<file path="config.mk">
export PLATFORM = sky130hd
export DESIGN_NAME = echo_threshold_gain_curves
export DESIGN_NICKNAME = d
export VERILOG_FILES = /design/src/rtl/echo_curve_pkg.sv /design/src/rtl/echo_threshold_gain_curves.sv
export SDC_FILE = /design/constraint.sdc
export NUM_CORES = 2
export LEC_CHECK = 0
export ABC_AREA = 1
export ABC_CLOCK_PERIOD_IN_PS = 57200
export CORE_UTILIZATION = 45
export DETAILED_ROUTE_END_ITERATION = 8
export DONT_BUFFER_PORTS = 1
export GPL_ROUTABILITY_DRIVEN = 1
export SYNTH_ARGS = -nofsm -noshare
export SYNTH_HDL_FRONTEND = slang
export SYNTH_SLANG_ARGS = --single-unit
export TNS_END_PERCENT = 5
</file>
<file path="constraint.sdc">
create_clock -name sys_clk_in -period 57.2 [get_ports sys_clk_in]
set_clock_uncertainty 0.05 [all_clocks]
set_input_delay 11.44 -clock sys_clk_in [delete_from_list [all_inputs] [get_ports sys_clk_in]]
set_output_delay 11.44 -clock sys_clk_in [all_outputs]
set_load 0.1 [all_outputs]
</file>
<file path="src/rtl/echo_curve_pkg.sv">
// What this block does
// temperature code readable at index zero
// type one uses table two, else one
// threshold timing from burst, ends 60 ms
// twelve entries: 6-bit level, 4-bit time
// linear ramp to each entry level
// levels linear, 63 is full scale
// threshold time codes map 100..8000 us
// hold twelfth level after last time
// noise monitoring uses separate noise threshold
// 15-byte table frames at index 5, 6
// frames carried lsb first, bit 0 first
// gain curve interpolated like threshold, five segments
// gain time codes map 102.4..20070.4 us
// gain low-pass filter updated at 2.5 MHz
// bandwidth code picks shift 0/8/9/10
// gain start delayed by code times 204.8 us
// five signed 7-bit steps at index 8
// steps added to base gain, saturated
package echo_curve_pkg;
	localparam logic [3:0] CFG_IDX_TEMP   = 4'h0;
	localparam logic [3:0] CFG_IDX_TBL_A  = 4'h5;
	localparam logic [3:0] CFG_IDX_TBL_B  = 4'h6;
	localparam logic [3:0] CFG_IDX_GAIN   = 4'h8;
	localparam int         FRAME_W        = 120;
	localparam int         GCFG_W         = 66;
	localparam int         LVL_W          = 6;
	localparam int         THR_LAST       = 11;
	localparam int         THR_GROUP_W    = 24;
	localparam int         THR_DT_POS     = 72;
	localparam int         GAIN_SEGS      = 5;
	localparam int         GSTEP_W        = 8;
	localparam int         GDT_POS        = 40;
	localparam int         GSTART_POS     = 60;
	localparam int         GBW_POS        = 64;
	localparam int         CLK_FREQ_KHZ   = 40000;
	localparam int         CYC_PER_US     = CLK_FREQ_KHZ / 1000;
	localparam int         THR_END_US     = 60000;
	localparam int         FILT_RATE_KHZ  = 2500;
	localparam int         FILT_TICK_CYC  = CLK_FREQ_KHZ / FILT_RATE_KHZ;
	localparam int         FILT_FRAC      = 10;
	localparam int         GSTART_TENTHS  = 2048;
	localparam logic [6:0] GAIN_MAX       = 7'h7f;
	localparam int THR_DT_US [16] = '{100, 200, 300, 400, 600, 800, 1000, 1200,
		1600, 2000, 2400, 3200, 4000, 5200, 6400, 8000};
	localparam int GAIN_DT_TENTHS [16] = '{1024, 2048, 4096, 8192, 12288, 16384,
		20480, 24576, 32768, 45056, 59392, 79872, 100352, 126976, 159744, 200704};
	localparam int FILT_SHIFT [4] = '{0, 8, 9, 10};
endpackage

</file>
<file path="src/rtl/echo_threshold_gain_curves.sv">
`timescale 1ns/1ps
module echo_threshold_gain_curves
	import echo_curve_pkg::*;
#(
	parameter int CYC_PER_US_P = CYC_PER_US,
	parameter int THR_END_CYC  = THR_END_US * CYC_PER_US
) (
	input  wire logic                 sys_clk_in,
	input  wire logic                 reset_in,
	input  wire logic                 cfg_wr_in,
	input  wire logic                 cfg_rd_in,
	input  wire logic [3:0]           cfg_idx_in,
	input  wire logic [FRAME_W-1:0]   cfg_frame_in,
	input  wire logic [7:0]           temp_code_in,
	input  wire logic                 meas_start_in,
	input  wire logic                 meas_type_in,
	input  wire logic                 meas_end_in,
	input  wire logic                 noise_mon_in,
	input  wire logic [LVL_W-1:0]     noise_floor_threshold_in,
	input  wire logic [6:0]           base_gain_in,
	input  wire logic                 dyn_gain_ena_in,
	output logic      [FRAME_W-1:0]   rd_frame_out,
	output logic                      meas_active_out,
	output logic      [LVL_W-1:0]     threshold_out,
	output logic      [6:0]           gain_out
);

	// ----------------------------------------
	// state
	// ----------------------------------------
	typedef enum logic [0:0] {PH_IDLE = 1'b0, PH_RUN = 1'b1} phase_t;

	typedef struct packed {
		phase_t               phase;
		logic                 thr_sel;
		logic [FRAME_W-1:0]   tbl_a;
		logic [FRAME_W-1:0]   tbl_b;
		logic [GCFG_W-1:0]    gcfg;
		logic [FRAME_W-1:0]   rd_frame;
		logic [23:0]          elapsed;
		logic [3:0]           thr_idx;
		logic                 thr_done;
		logic [23:0]          thr_cnt;
		logic [23:0]          thr_acc;
		logic [LVL_W-1:0]     thr_lvl;
		logic [LVL_W-1:0]     thr_out;
		logic [2:0]           g_seg;
		logic                 g_started;
		logic                 g_done;
		logic [23:0]          g_cnt;
		logic [23:0]          g_acc;
		logic signed [10:0]   g_x;
		logic signed [10:0]   g_base;
		logic [3:0]           flt_div;
		logic [17:0]          flt_y;
		logic [6:0]           gain;
	} state_t;

	state_t st_ff;
	state_t nxt_st;

	localparam int GSTART_CYC = GSTART_TENTHS * CYC_PER_US_P / 10;

	// ----------------------------------------
	// decoding
	// ----------------------------------------
	// every fourth level is split in 2-bit pieces over three bytes
	function automatic logic [LVL_W-1:0] lvl_of(input logic [FRAME_W-1:0] f, input int i);
		int g;
		int k;
		g = (i / 4) * THR_GROUP_W;
		k = i % 4;
		if (k == 3) begin
			lvl_of = {f[g+23 -: 2], f[g+15 -: 2], f[g+7 -: 2]};
		end else begin
			lvl_of = f[g+k*8 +: LVL_W];
		end
	endfunction

	function automatic logic [23:0] thr_cyc(input logic [FRAME_W-1:0] f, input int i);
		thr_cyc = 24'(THR_DT_US[f[THR_DT_POS+i*4 +: 4]] * CYC_PER_US_P);
	endfunction

	function automatic logic [23:0] gain_cyc(input logic [GCFG_W-1:0] f, input int i);
		gain_cyc = 24'(GAIN_DT_TENTHS[f[GDT_POS+i*4 +: 4]] * CYC_PER_US_P / 10);
	endfunction

	function automatic logic [6:0] sat_gain(input logic signed [10:0] x);
		if (x < 0) begin
			sat_gain = 7'h00;
		end else if (x > $signed({4'h0, GAIN_MAX})) begin
			sat_gain = GAIN_MAX;
		end else begin
			sat_gain = x[6:0];
		end
	endfunction

	logic [FRAME_W-1:0]   tbl;
	logic [LVL_W-1:0]     tgt;
	logic [LVL_W-1:0]     prv;
	logic [LVL_W-1:0]     thr_d;
	logic [23:0]          thr_sum;
	logic [23:0]          thr_dur;
	logic [6:0]           g_mag;
	logic                 g_neg;
	logic [23:0]          g_sum;
	logic [23:0]          g_dur;
	logic [16:0]          flt_x;
	int                   s;

	// ----------------------------------------
	// next state
	// ----------------------------------------
	always_comb begin
		nxt_st = st_ff;
		tbl = st_ff.thr_sel ? st_ff.tbl_b : st_ff.tbl_a;
		tgt = lvl_of(tbl, int'(st_ff.thr_idx));
		prv = (st_ff.thr_idx == 4'h0) ? tgt : lvl_of(tbl, int'(st_ff.thr_idx) - 1);
		thr_d = (tgt > prv) ? tgt - prv : prv - tgt;
		thr_sum = st_ff.thr_acc + 24'(thr_d);
		thr_dur = thr_cyc(tbl, int'(st_ff.thr_idx));
		g_mag = st_ff.gcfg[int'(st_ff.g_seg)*GSTEP_W +: 7];
		g_neg = st_ff.gcfg[int'(st_ff.g_seg)*GSTEP_W + 7];
		g_sum = st_ff.g_acc + 24'(g_mag);
		g_dur = gain_cyc(st_ff.gcfg, int'(st_ff.g_seg));
		s = FILT_SHIFT[st_ff.gcfg[GBW_POS +: 2]];
		flt_x = {sat_gain(st_ff.g_x), 10'h000};

		// frame bit 0 is the first bit on the line, kept at index 0
		if (cfg_wr_in) begin
			case (cfg_idx_in)
				CFG_IDX_TBL_A: nxt_st.tbl_a = cfg_frame_in;
				CFG_IDX_TBL_B: nxt_st.tbl_b = cfg_frame_in;
				CFG_IDX_GAIN:  nxt_st.gcfg = cfg_frame_in[GCFG_W-1:0];
				default: ;
			endcase
		end
		if (cfg_rd_in) begin
			case (cfg_idx_in)
				CFG_IDX_TEMP:  nxt_st.rd_frame = {112'h0, temp_code_in};
				CFG_IDX_TBL_A: nxt_st.rd_frame = st_ff.tbl_a;
				CFG_IDX_TBL_B: nxt_st.rd_frame = st_ff.tbl_b;
				CFG_IDX_GAIN:  nxt_st.rd_frame = {54'h0, st_ff.gcfg};
				default:       nxt_st.rd_frame = '0;
			endcase
		end

		if (meas_start_in) begin
			nxt_st.phase = PH_RUN;
			nxt_st.thr_sel = meas_type_in;
			nxt_st.elapsed = 24'h000000;
			nxt_st.thr_idx = 4'h0;
			nxt_st.thr_done = 1'b0;
			nxt_st.thr_cnt = 24'h000000;
			nxt_st.thr_acc = 24'h000000;
			nxt_st.thr_lvl = lvl_of(meas_type_in ? st_ff.tbl_b : st_ff.tbl_a, 0);
			nxt_st.g_seg = 3'h0;
			nxt_st.g_started = 1'b0;
			nxt_st.g_done = 1'b0;
			nxt_st.g_cnt = 24'h000000;
			nxt_st.g_acc = 24'h000000;
			nxt_st.g_x = $signed({4'h0, base_gain_in});
			nxt_st.g_base = $signed({4'h0, base_gain_in});
		end else if (st_ff.phase == PH_RUN) begin
			if (meas_end_in) begin
				nxt_st.phase = PH_IDLE;
			end
			nxt_st.elapsed = st_ff.elapsed + 24'h000001;
			if (!st_ff.thr_done) begin
				if (st_ff.elapsed >= 24'(THR_END_CYC - 1)) begin
					nxt_st.thr_done = 1'b1;
					nxt_st.thr_lvl = lvl_of(tbl, THR_LAST);
				end else if (st_ff.thr_cnt >= thr_dur - 24'h000001) begin
					nxt_st.thr_lvl = tgt;
					nxt_st.thr_cnt = 24'h000000;
					nxt_st.thr_acc = 24'h000000;
					if (st_ff.thr_idx == 4'(THR_LAST)) begin
						nxt_st.thr_done = 1'b1;
					end else begin
						nxt_st.thr_idx = st_ff.thr_idx + 4'h1;
					end
				end else begin
					// error-diffusion ramp: never more than one code per clock
					nxt_st.thr_cnt = st_ff.thr_cnt + 24'h000001;
					nxt_st.thr_acc = thr_sum;
					if (thr_sum >= thr_dur) begin
						nxt_st.thr_acc = thr_sum - thr_dur;
						if (st_ff.thr_lvl < tgt) begin
							nxt_st.thr_lvl = st_ff.thr_lvl + 6'h01;
						end else if (st_ff.thr_lvl > tgt) begin
							nxt_st.thr_lvl = st_ff.thr_lvl - 6'h01;
						end
					end
				end
			end
			if (!st_ff.g_started) begin
				if (dyn_gain_ena_in &&
					st_ff.elapsed == 24'(int'(st_ff.gcfg[GSTART_POS +: 4]) * GSTART_CYC)) begin
					nxt_st.g_started = 1'b1;
				end
			end else if (!st_ff.g_done) begin
				if (st_ff.g_cnt >= g_dur - 24'h000001) begin
					nxt_st.g_x = g_neg ? st_ff.g_base - $signed({4'h0, g_mag})
						: st_ff.g_base + $signed({4'h0, g_mag});
					nxt_st.g_base = nxt_st.g_x;
					nxt_st.g_cnt = 24'h000000;
					nxt_st.g_acc = 24'h000000;
					if (st_ff.g_seg == 3'(GAIN_SEGS - 1)) begin
						nxt_st.g_done = 1'b1;
					end else begin
						nxt_st.g_seg = st_ff.g_seg + 3'h1;
					end
				end else begin
					nxt_st.g_cnt = st_ff.g_cnt + 24'h000001;
					nxt_st.g_acc = g_sum;
					if (g_sum >= g_dur) begin
						nxt_st.g_acc = g_sum - g_dur;
						nxt_st.g_x = g_neg ? st_ff.g_x - 11'sd1 : st_ff.g_x + 11'sd1;
					end
				end
			end
		end else begin
			nxt_st.g_x = $signed({4'h0, base_gain_in});
		end

		nxt_st.thr_out = noise_mon_in ? noise_floor_threshold_in : nxt_st.thr_lvl;

		// filter state keeps 10 fraction bits so slow settings still move
		if (st_ff.flt_div == 4'(FILT_TICK_CYC - 1)) begin
			nxt_st.flt_div = 4'h0;
			if (s == 0) begin
				nxt_st.flt_y = {1'b0, flt_x};
			end else begin
				nxt_st.flt_y = st_ff.flt_y - (st_ff.flt_y >> s) + 18'(flt_x >> s);
			end
		end else begin
			nxt_st.flt_div = st_ff.flt_div + 4'h1;
		end
		nxt_st.gain = st_ff.flt_y[FILT_FRAC +: 7];
	end

	always_ff @(posedge sys_clk_in) begin
		if (reset_in) begin
			st_ff <= '0;
		end else begin
			st_ff <= nxt_st;
		end
	end

	assign rd_frame_out    = st_ff.rd_frame;
	assign meas_active_out = (st_ff.phase == PH_RUN);
	assign threshold_out   = st_ff.thr_out;
	assign gain_out        = st_ff.gain;
endmodule

</file>
======== Word-level counts from Yosys, hierarchy flattened ========
Memories as Yosys holds them, arrays and structs flattened.
Index checks and enable logic that the tools add are counted.
storage, ports and cells
  flip-flop bits (word level) ............. 621
  memories kept ........................... 2
  output and inout port bits .............. 134
  latch bits .............................. 0
  input port bits ......................... 154
  RAM bits ................................ 0
  logic and storage cells ................. 191
  bits in read-only memories .............. 1024
memory list
  memory            words  bits a word  rd ports  clocked after Yosys merged registers in  write ports  line                              text
  (name not given)  16     32           1         0                                        0            echo_threshold_gain_curves.sv:85  gain_cyc = 24'(GAIN_DT_TENTHS[f[GDT_POS+i*4 +: 4]] * CYC_PER_US_P / 10);
  (name not given)  16     32           1         0                                        0            echo_threshold_gain_curves.sv:81  thr_cyc = 24'(THR_DT_US[f[THR_DT_POS+i*4 +: 4]] * CYC_PER_US_P);
operators by class
  add/sub/neg operators ................... 35
  order comparisons ....................... 14
  bitwise operators ....................... 10
  shift-type cells ........................ 13
  divide/modulo/power cells ............... 1
  reduce and logical (&&, ||, !) cells .... 24
  multiply operators ...................... 4
  eq/ne operators ......................... 13
  muxes and demuxes ....................... 50
operator list
  cell                   count
  $pmux 120 s4           1
  $shiftx 121x32->2      3
  $shiftx 121x9->2       3
  $mux 32                6
  $mux 120               1
  $shiftx 120x32->6      1
  $shiftx 120x9->4       1
  $shiftx 120x9->6       1
  $ge 24x24->1           4
  $add 24x1->24 const B  3
  $mux 71                1
  $mux 6                 11
  $shiftx 66x7->7        1
  $shiftx 66x8->4        1
  $bmux 32 s2            1
  $mux 59                1
  $mux 55                1
  $mux 18                3
  $mux 54                1
  $mux 48                1
  $sub 24x1->24 const B  2
  $sub 24x24->24         2
  $mux 11                4
  $mux 35                1
  other kinds (67)       109

======== Depth between registers and ports, before layout ========
  depth in word-level cells ............... 20
  depth in mapped cells ................... 156
  mapped depth without buffers ............ 148

======== Least setup slack after synthesis ========
Ideal clock, no wire load.
  path kind ............................... register to register
  start point ............................. register st_ff[101] (netlist name)
  end point ............................... register st_ff[77] (netlist name)
  library setup time ...................... 0.066 ns
  path buffers ............................ 12
  stages on the path, launching flop included .. 142
  setup slack ............................. 38.155 ns
  period minus slack after synthesis ...... 19.045 ns
  arrival ................................. 18.929 ns
  data required time ...................... 57.084 ns
  cells stage by stage .................... dfxtp_1 > buf_4 > buf_6 > clkbuf_1 > clkbuf_1 > clkbuf_1 > o211ai_1 > nand3_1 > nand2_1 > inv_1 > ha_1 > or2_2 > a21boi_0 > inv_1 > ha_1 > ha_1 > inv_1 > fa_1 > [... 106 more ...] > nor3_1 > inv_1 > nor3_1 > nand3_1 > xor2_1 > ha_1 > a21o_1 > a21oi_1 > o21ai_0 > a211o_1 > a21oi_1 > clkinv_1 > nand2_1 > clkinv_1 > nor2_1 > nand2_1 > clkbuf_1 > nor2_1
between the ends
  longest elaborated chain between the ends .. 11
RTL lines
  element                                      line                               text
  start, declared                              echo_threshold_gain_curves.sv:59   state_t st_ff;
  start signal, assigned                       echo_threshold_gain_curves.sv:246  st_ff <= nxt_st;
  $add 6x5->7                                  echo_threshold_gain_curves.sv:85
  $shiftx 66x8->4                              echo_threshold_gain_curves.sv:85
  $not 4->5 (implied by the code)              echo_threshold_gain_curves.sv:85
  $mem_v2 16x32                                n/a
  $mux 32 (implied by the code) (2 in series)  echo_threshold_gain_curves.sv:85
  $mul 32x4->29                                echo_threshold_gain_curves.sv:85
  $div 32x5->32                                echo_threshold_gain_curves.sv:85
  $sub 24x1->24                                echo_threshold_gain_curves.sv:202  if (st_ff.g_cnt >= g_dur - 24'h000001) begin
  $ge 24x24->1                                 echo_threshold_gain_curves.sv:202
  $mux 59                                      echo_threshold_gain_curves.sv:202
No other way between the ends. The select of a mux whose other input is x is not followed.
A chain may end at the register's enable or synchronous reset.

======== Worst setup path after layout ========
  start point ............................. register st_ff[378] (netlist name)
  end point ............................... register st_ff[82] (netlist name)
between the ends
  longest elaborated chain between the ends .. 10
RTL lines
  element                                      line
  $shiftx 66x8->4                              echo_threshold_gain_curves.sv:85
  $not 4->5 (implied by the code)              echo_threshold_gain_curves.sv:85
  $mem_v2 16x32                                n/a
  $mux 32 (implied by the code) (2 in series)  echo_threshold_gain_curves.sv:85
  $mul 32x4->29                                echo_threshold_gain_curves.sv:85
  $div 32x5->32                                echo_threshold_gain_curves.sv:85
  $sub 24x1->24                                echo_threshold_gain_curves.sv:202
  $ge 24x24->1                                 echo_threshold_gain_curves.sv:202
  $mux 59                                      echo_threshold_gain_curves.sv:202
No other way between the ends. The select of a mux whose other input is x is not followed.

==> results.py <==
metrics = {
    "yosys": {
        "avgSynthCellArea_sq_um": 6.72,
        "synth_top_area_share_pct": 28.4,
        "synth-edff-count": 0,
        "synth_most_common_cell": "nand2_1",
        "netlist_instances": 6504,
        "synth_area_leaders": "dfxtp_1, nand2_1, a21oi_1",
        "synth_common_cells": "nand2_1, inv_1, a21oi_1",
        "ys_ff_latch": 621,
        "synthesis.nets": 6947,
        "yosys.area.top_type": "dfxtp_1",
        "ys_types": 77,
        "yosysSeqAreaShare_pct": 28.4,
        "synthesis.area_sq_um": 43700,
        "ys_async_sr_fraction_pct": 0,
        "ys.flop_type": "dfxtp_1",
        "yosysWarningCount": 0,
    },
    "clocking": {
        "postCtsResizedCells": 0,
        "ctsHoldBuffers": 0,
        "h-tree-depth": 3,
        "cts.clk_slew.worst_paths_ns": 0.07,
        "clkLatencyLatePin_ns": 0.69,
        "cts_buffer_depth": 3,
        "postCtsSetupRepairBufs": 0,
        "cts-buffers-inserted": 75,
        "cts_root_buf": "clkbuf_16",
        "cts_tree": "done",
        "clock-sinks": 621,
    },
    "placement": {
        "placed_area_sq_um": 43500,
        "gp_congestion": 0.970,
        "dp_hpwl_microns": 106000,
        "place_ws_ns": 34.76,
        "io_buffers": 0,
    },
    "die": {
        "die-area_sq_um": 98400,
        "fp.dieH_microns": 314,
        "fp-row-count": 113,
        "core_area_sq_um": 95600,
        "dieWidth_microns": 314,
        "start_util_pct": 45.8,
        "io-pin-count": 288,
    },
    "min_path": {
        "min_from": "st_ff[25]",
        "hold_path_end": "st_ff[25]",
        "min_path_cells": 1,
        "hold_path.class": "reg -> reg",
    },
    "grt": {
        "grt_use_total_pct": 28.6,
        "grt_pass1_vias": 39000,
        "antenna_found_initial": 10,
        "grt_start_max_net_pins": 211,
        "grt_pass1_wl_microns": 225000,
        "overflow": 0,
    },
    "setup_path": {
        "cpLargestDelayFamily": "simple AND/OR/NAND/NOR gates",
        "path_class": "reg -> reg",
        "r2r_setup_slack_ns": 34.61,
        "crit_buf_inv": 21,
        "reg2reg_from": "st_ff[378]",
        "cp_data_arrival_time_ns": 23.10,
        "cp_max_fo": 18,
        "timing.rr.end": "st_ff[82]",
        "critPathMaxStageDelay_ns": 0.87,
        "startpoint_type": "flop",
        "cp_slowest_cell": "dfxtp_1",
        "crit_required_ns": 57.71,
        "startpoint": "st_ff[378]",
        "critPathCaptureType": "flop",
        "reg2reg_depth": 123,
    },
    "drt": {
        "vias": 42300,
        "drt-pass1-iter-count": 6,
        "drc": 0,
        "antenna_left": 0,
        "wl_per_cell_microns": 19.3,
        "drt_iter0_markers": 4028,
        "wl_microns": 145000,
        "vias_per_cell": 5.63,
    },
    "power": {
        "power_density_nw_per_um2": 54.5,
        "ir_worst_vdd_uv": 110,
        "p_leak_nw": 18.5,
    },
    "timing": {
        "hold_viol": 0,
        "finalSetupViolCount": 0,
        "post-route-period-util_pct": 39.5,
        "tightest_slew_ns": 1.27,
        "rsz0062_at_grt": "no",
        "drv_slew": 0,
        "slew_headroom_pct": 14.2,
        "tns_ns": 0,
        "fmax_ghz": 0.0443,
        "worst_slack_ns": 34.61,
        "timing.final.crit_period_ns": 22.59,
    },
    "cells_and_area": {
        "final_area_sq_um": 46100,
        "fill_cells": 9920,
        "drive_gt1_share_pct": 6.54,
        "fin_nets": 6625,
        "area_delta_synth_final_pct": 5.35,
        "final_util_pct": 48.2,
    },
    "run_status": {
        "run_status": "finished clean",
    },
    "flow_run": {
        "cap_violations": 0,
    },
}
cell families (layout without fill, tap and decap cells):
family | after synthesis | after routing | synth area share [%]
adder cells (fa/ha/maj) | 289 | 289 | 8.78
buffers and inverters | 1279 | 1017 | 12.4
flip-flops | 621 | 621 | 28.4
AND/OR/NAND/NOR | 2293 | 2293 | 23.4
multiplexers | 4 | 4 | 0.0916
other | 1 | 7 | 0.00857
XOR/XNOR | 151 | 151 | 3.02
AO/OA/AOI/OAI | 1866 | 1866 | 23.9
cells in the final DEF (no fill, tap or decap), types with 102 or more instances in the layout:
cell type,synthesis,layout
nor3_1,103,103
ha_1,259,259
nand2_1,1285,1282
xor2_1,106,106
a21oi_1,772,772
dfxtp_1,621,619
nor2_1,323,321
o21ai_0,669,668
nand3_1,301,300
inv_1,791,788
o22ai_1,102,102
where the power goes:
group / switching (mW) / total [mW] / internal, mW / leakage, nW
clock: 0.214 / 0.503 / 0.289 / 1.26
sequential: 0.00948 / 0.449 / 0.439 / 5.02
combinational: 1.07 / 1.56 / 0.493 / 12.2
total: 1.29 / 2.51 / 1.22 / 18.5
how the worst max path moves through the flow:
stage	to	slack, ns	cells past startpoint
3_5_place_dp	st_ff[82]	34.76	124
2_1_floorplan	st_ff[77]	38.15	141
4_1_cts	st_ff[82]	34.67	123
6_report	st_ff[82]	34.61	123
5_1_grt	st_ff[82]	32.32	134
3_3_place_gp	st_ff[79]	35.24	128
through the flow:
stage / instances / hold WS, ns / total power, mW
2_1_floorplan: 6504 / 0.368 / 1.75
3_3_place_gp: 7370 / 0.382 / 2.00
3_5_place_dp: 7370 / 0.391 / 2.01
4_1_cts: 7507 / 0.399 / 2.52
5_1_grt: 7510 / 0.411 / 2.74
6_report: 7513 / 0.401 / 2.51
routing by layer:
layer	GRT usage, %	routed length, microns
met4	10.6	5300
met1	37.4	62600
met2	45.5	64300
met5	0	32
met3	6.47	12500
state kept, by name, summed over array words and instances (netlist names):
signal,count
gain_out,7
meas_active_out,1
nxt_st,7
rd_frame_out,120
st_ff,480
threshold_out,6
cell type report:
cell class	count	area, sq um	area share [%]
clock buffer	107	2190	4.75
tap	1265	1580	3.44
antenna	6	15.0	0.0326
multi-input combinational	4604	25900	56.3
timing repair buffer	47	353	0.766
sequential	621	12400	27.0
clock inverter	30	399	0.866
inverter	833	3160	6.87
worst reg2reg max path: cells and delay by family, from the launching register on:
family	cells	cell delay, ns
and+or+nand+nor	69	10.44
adders and majority gates	18	5.09
AOI/OAI and AO/OA	13	2.80
buffers and inverters	21	2.69
DFF	1	0.87
xor gates and xnor gates	2	0.51
(Power assumes the default switching activity.)
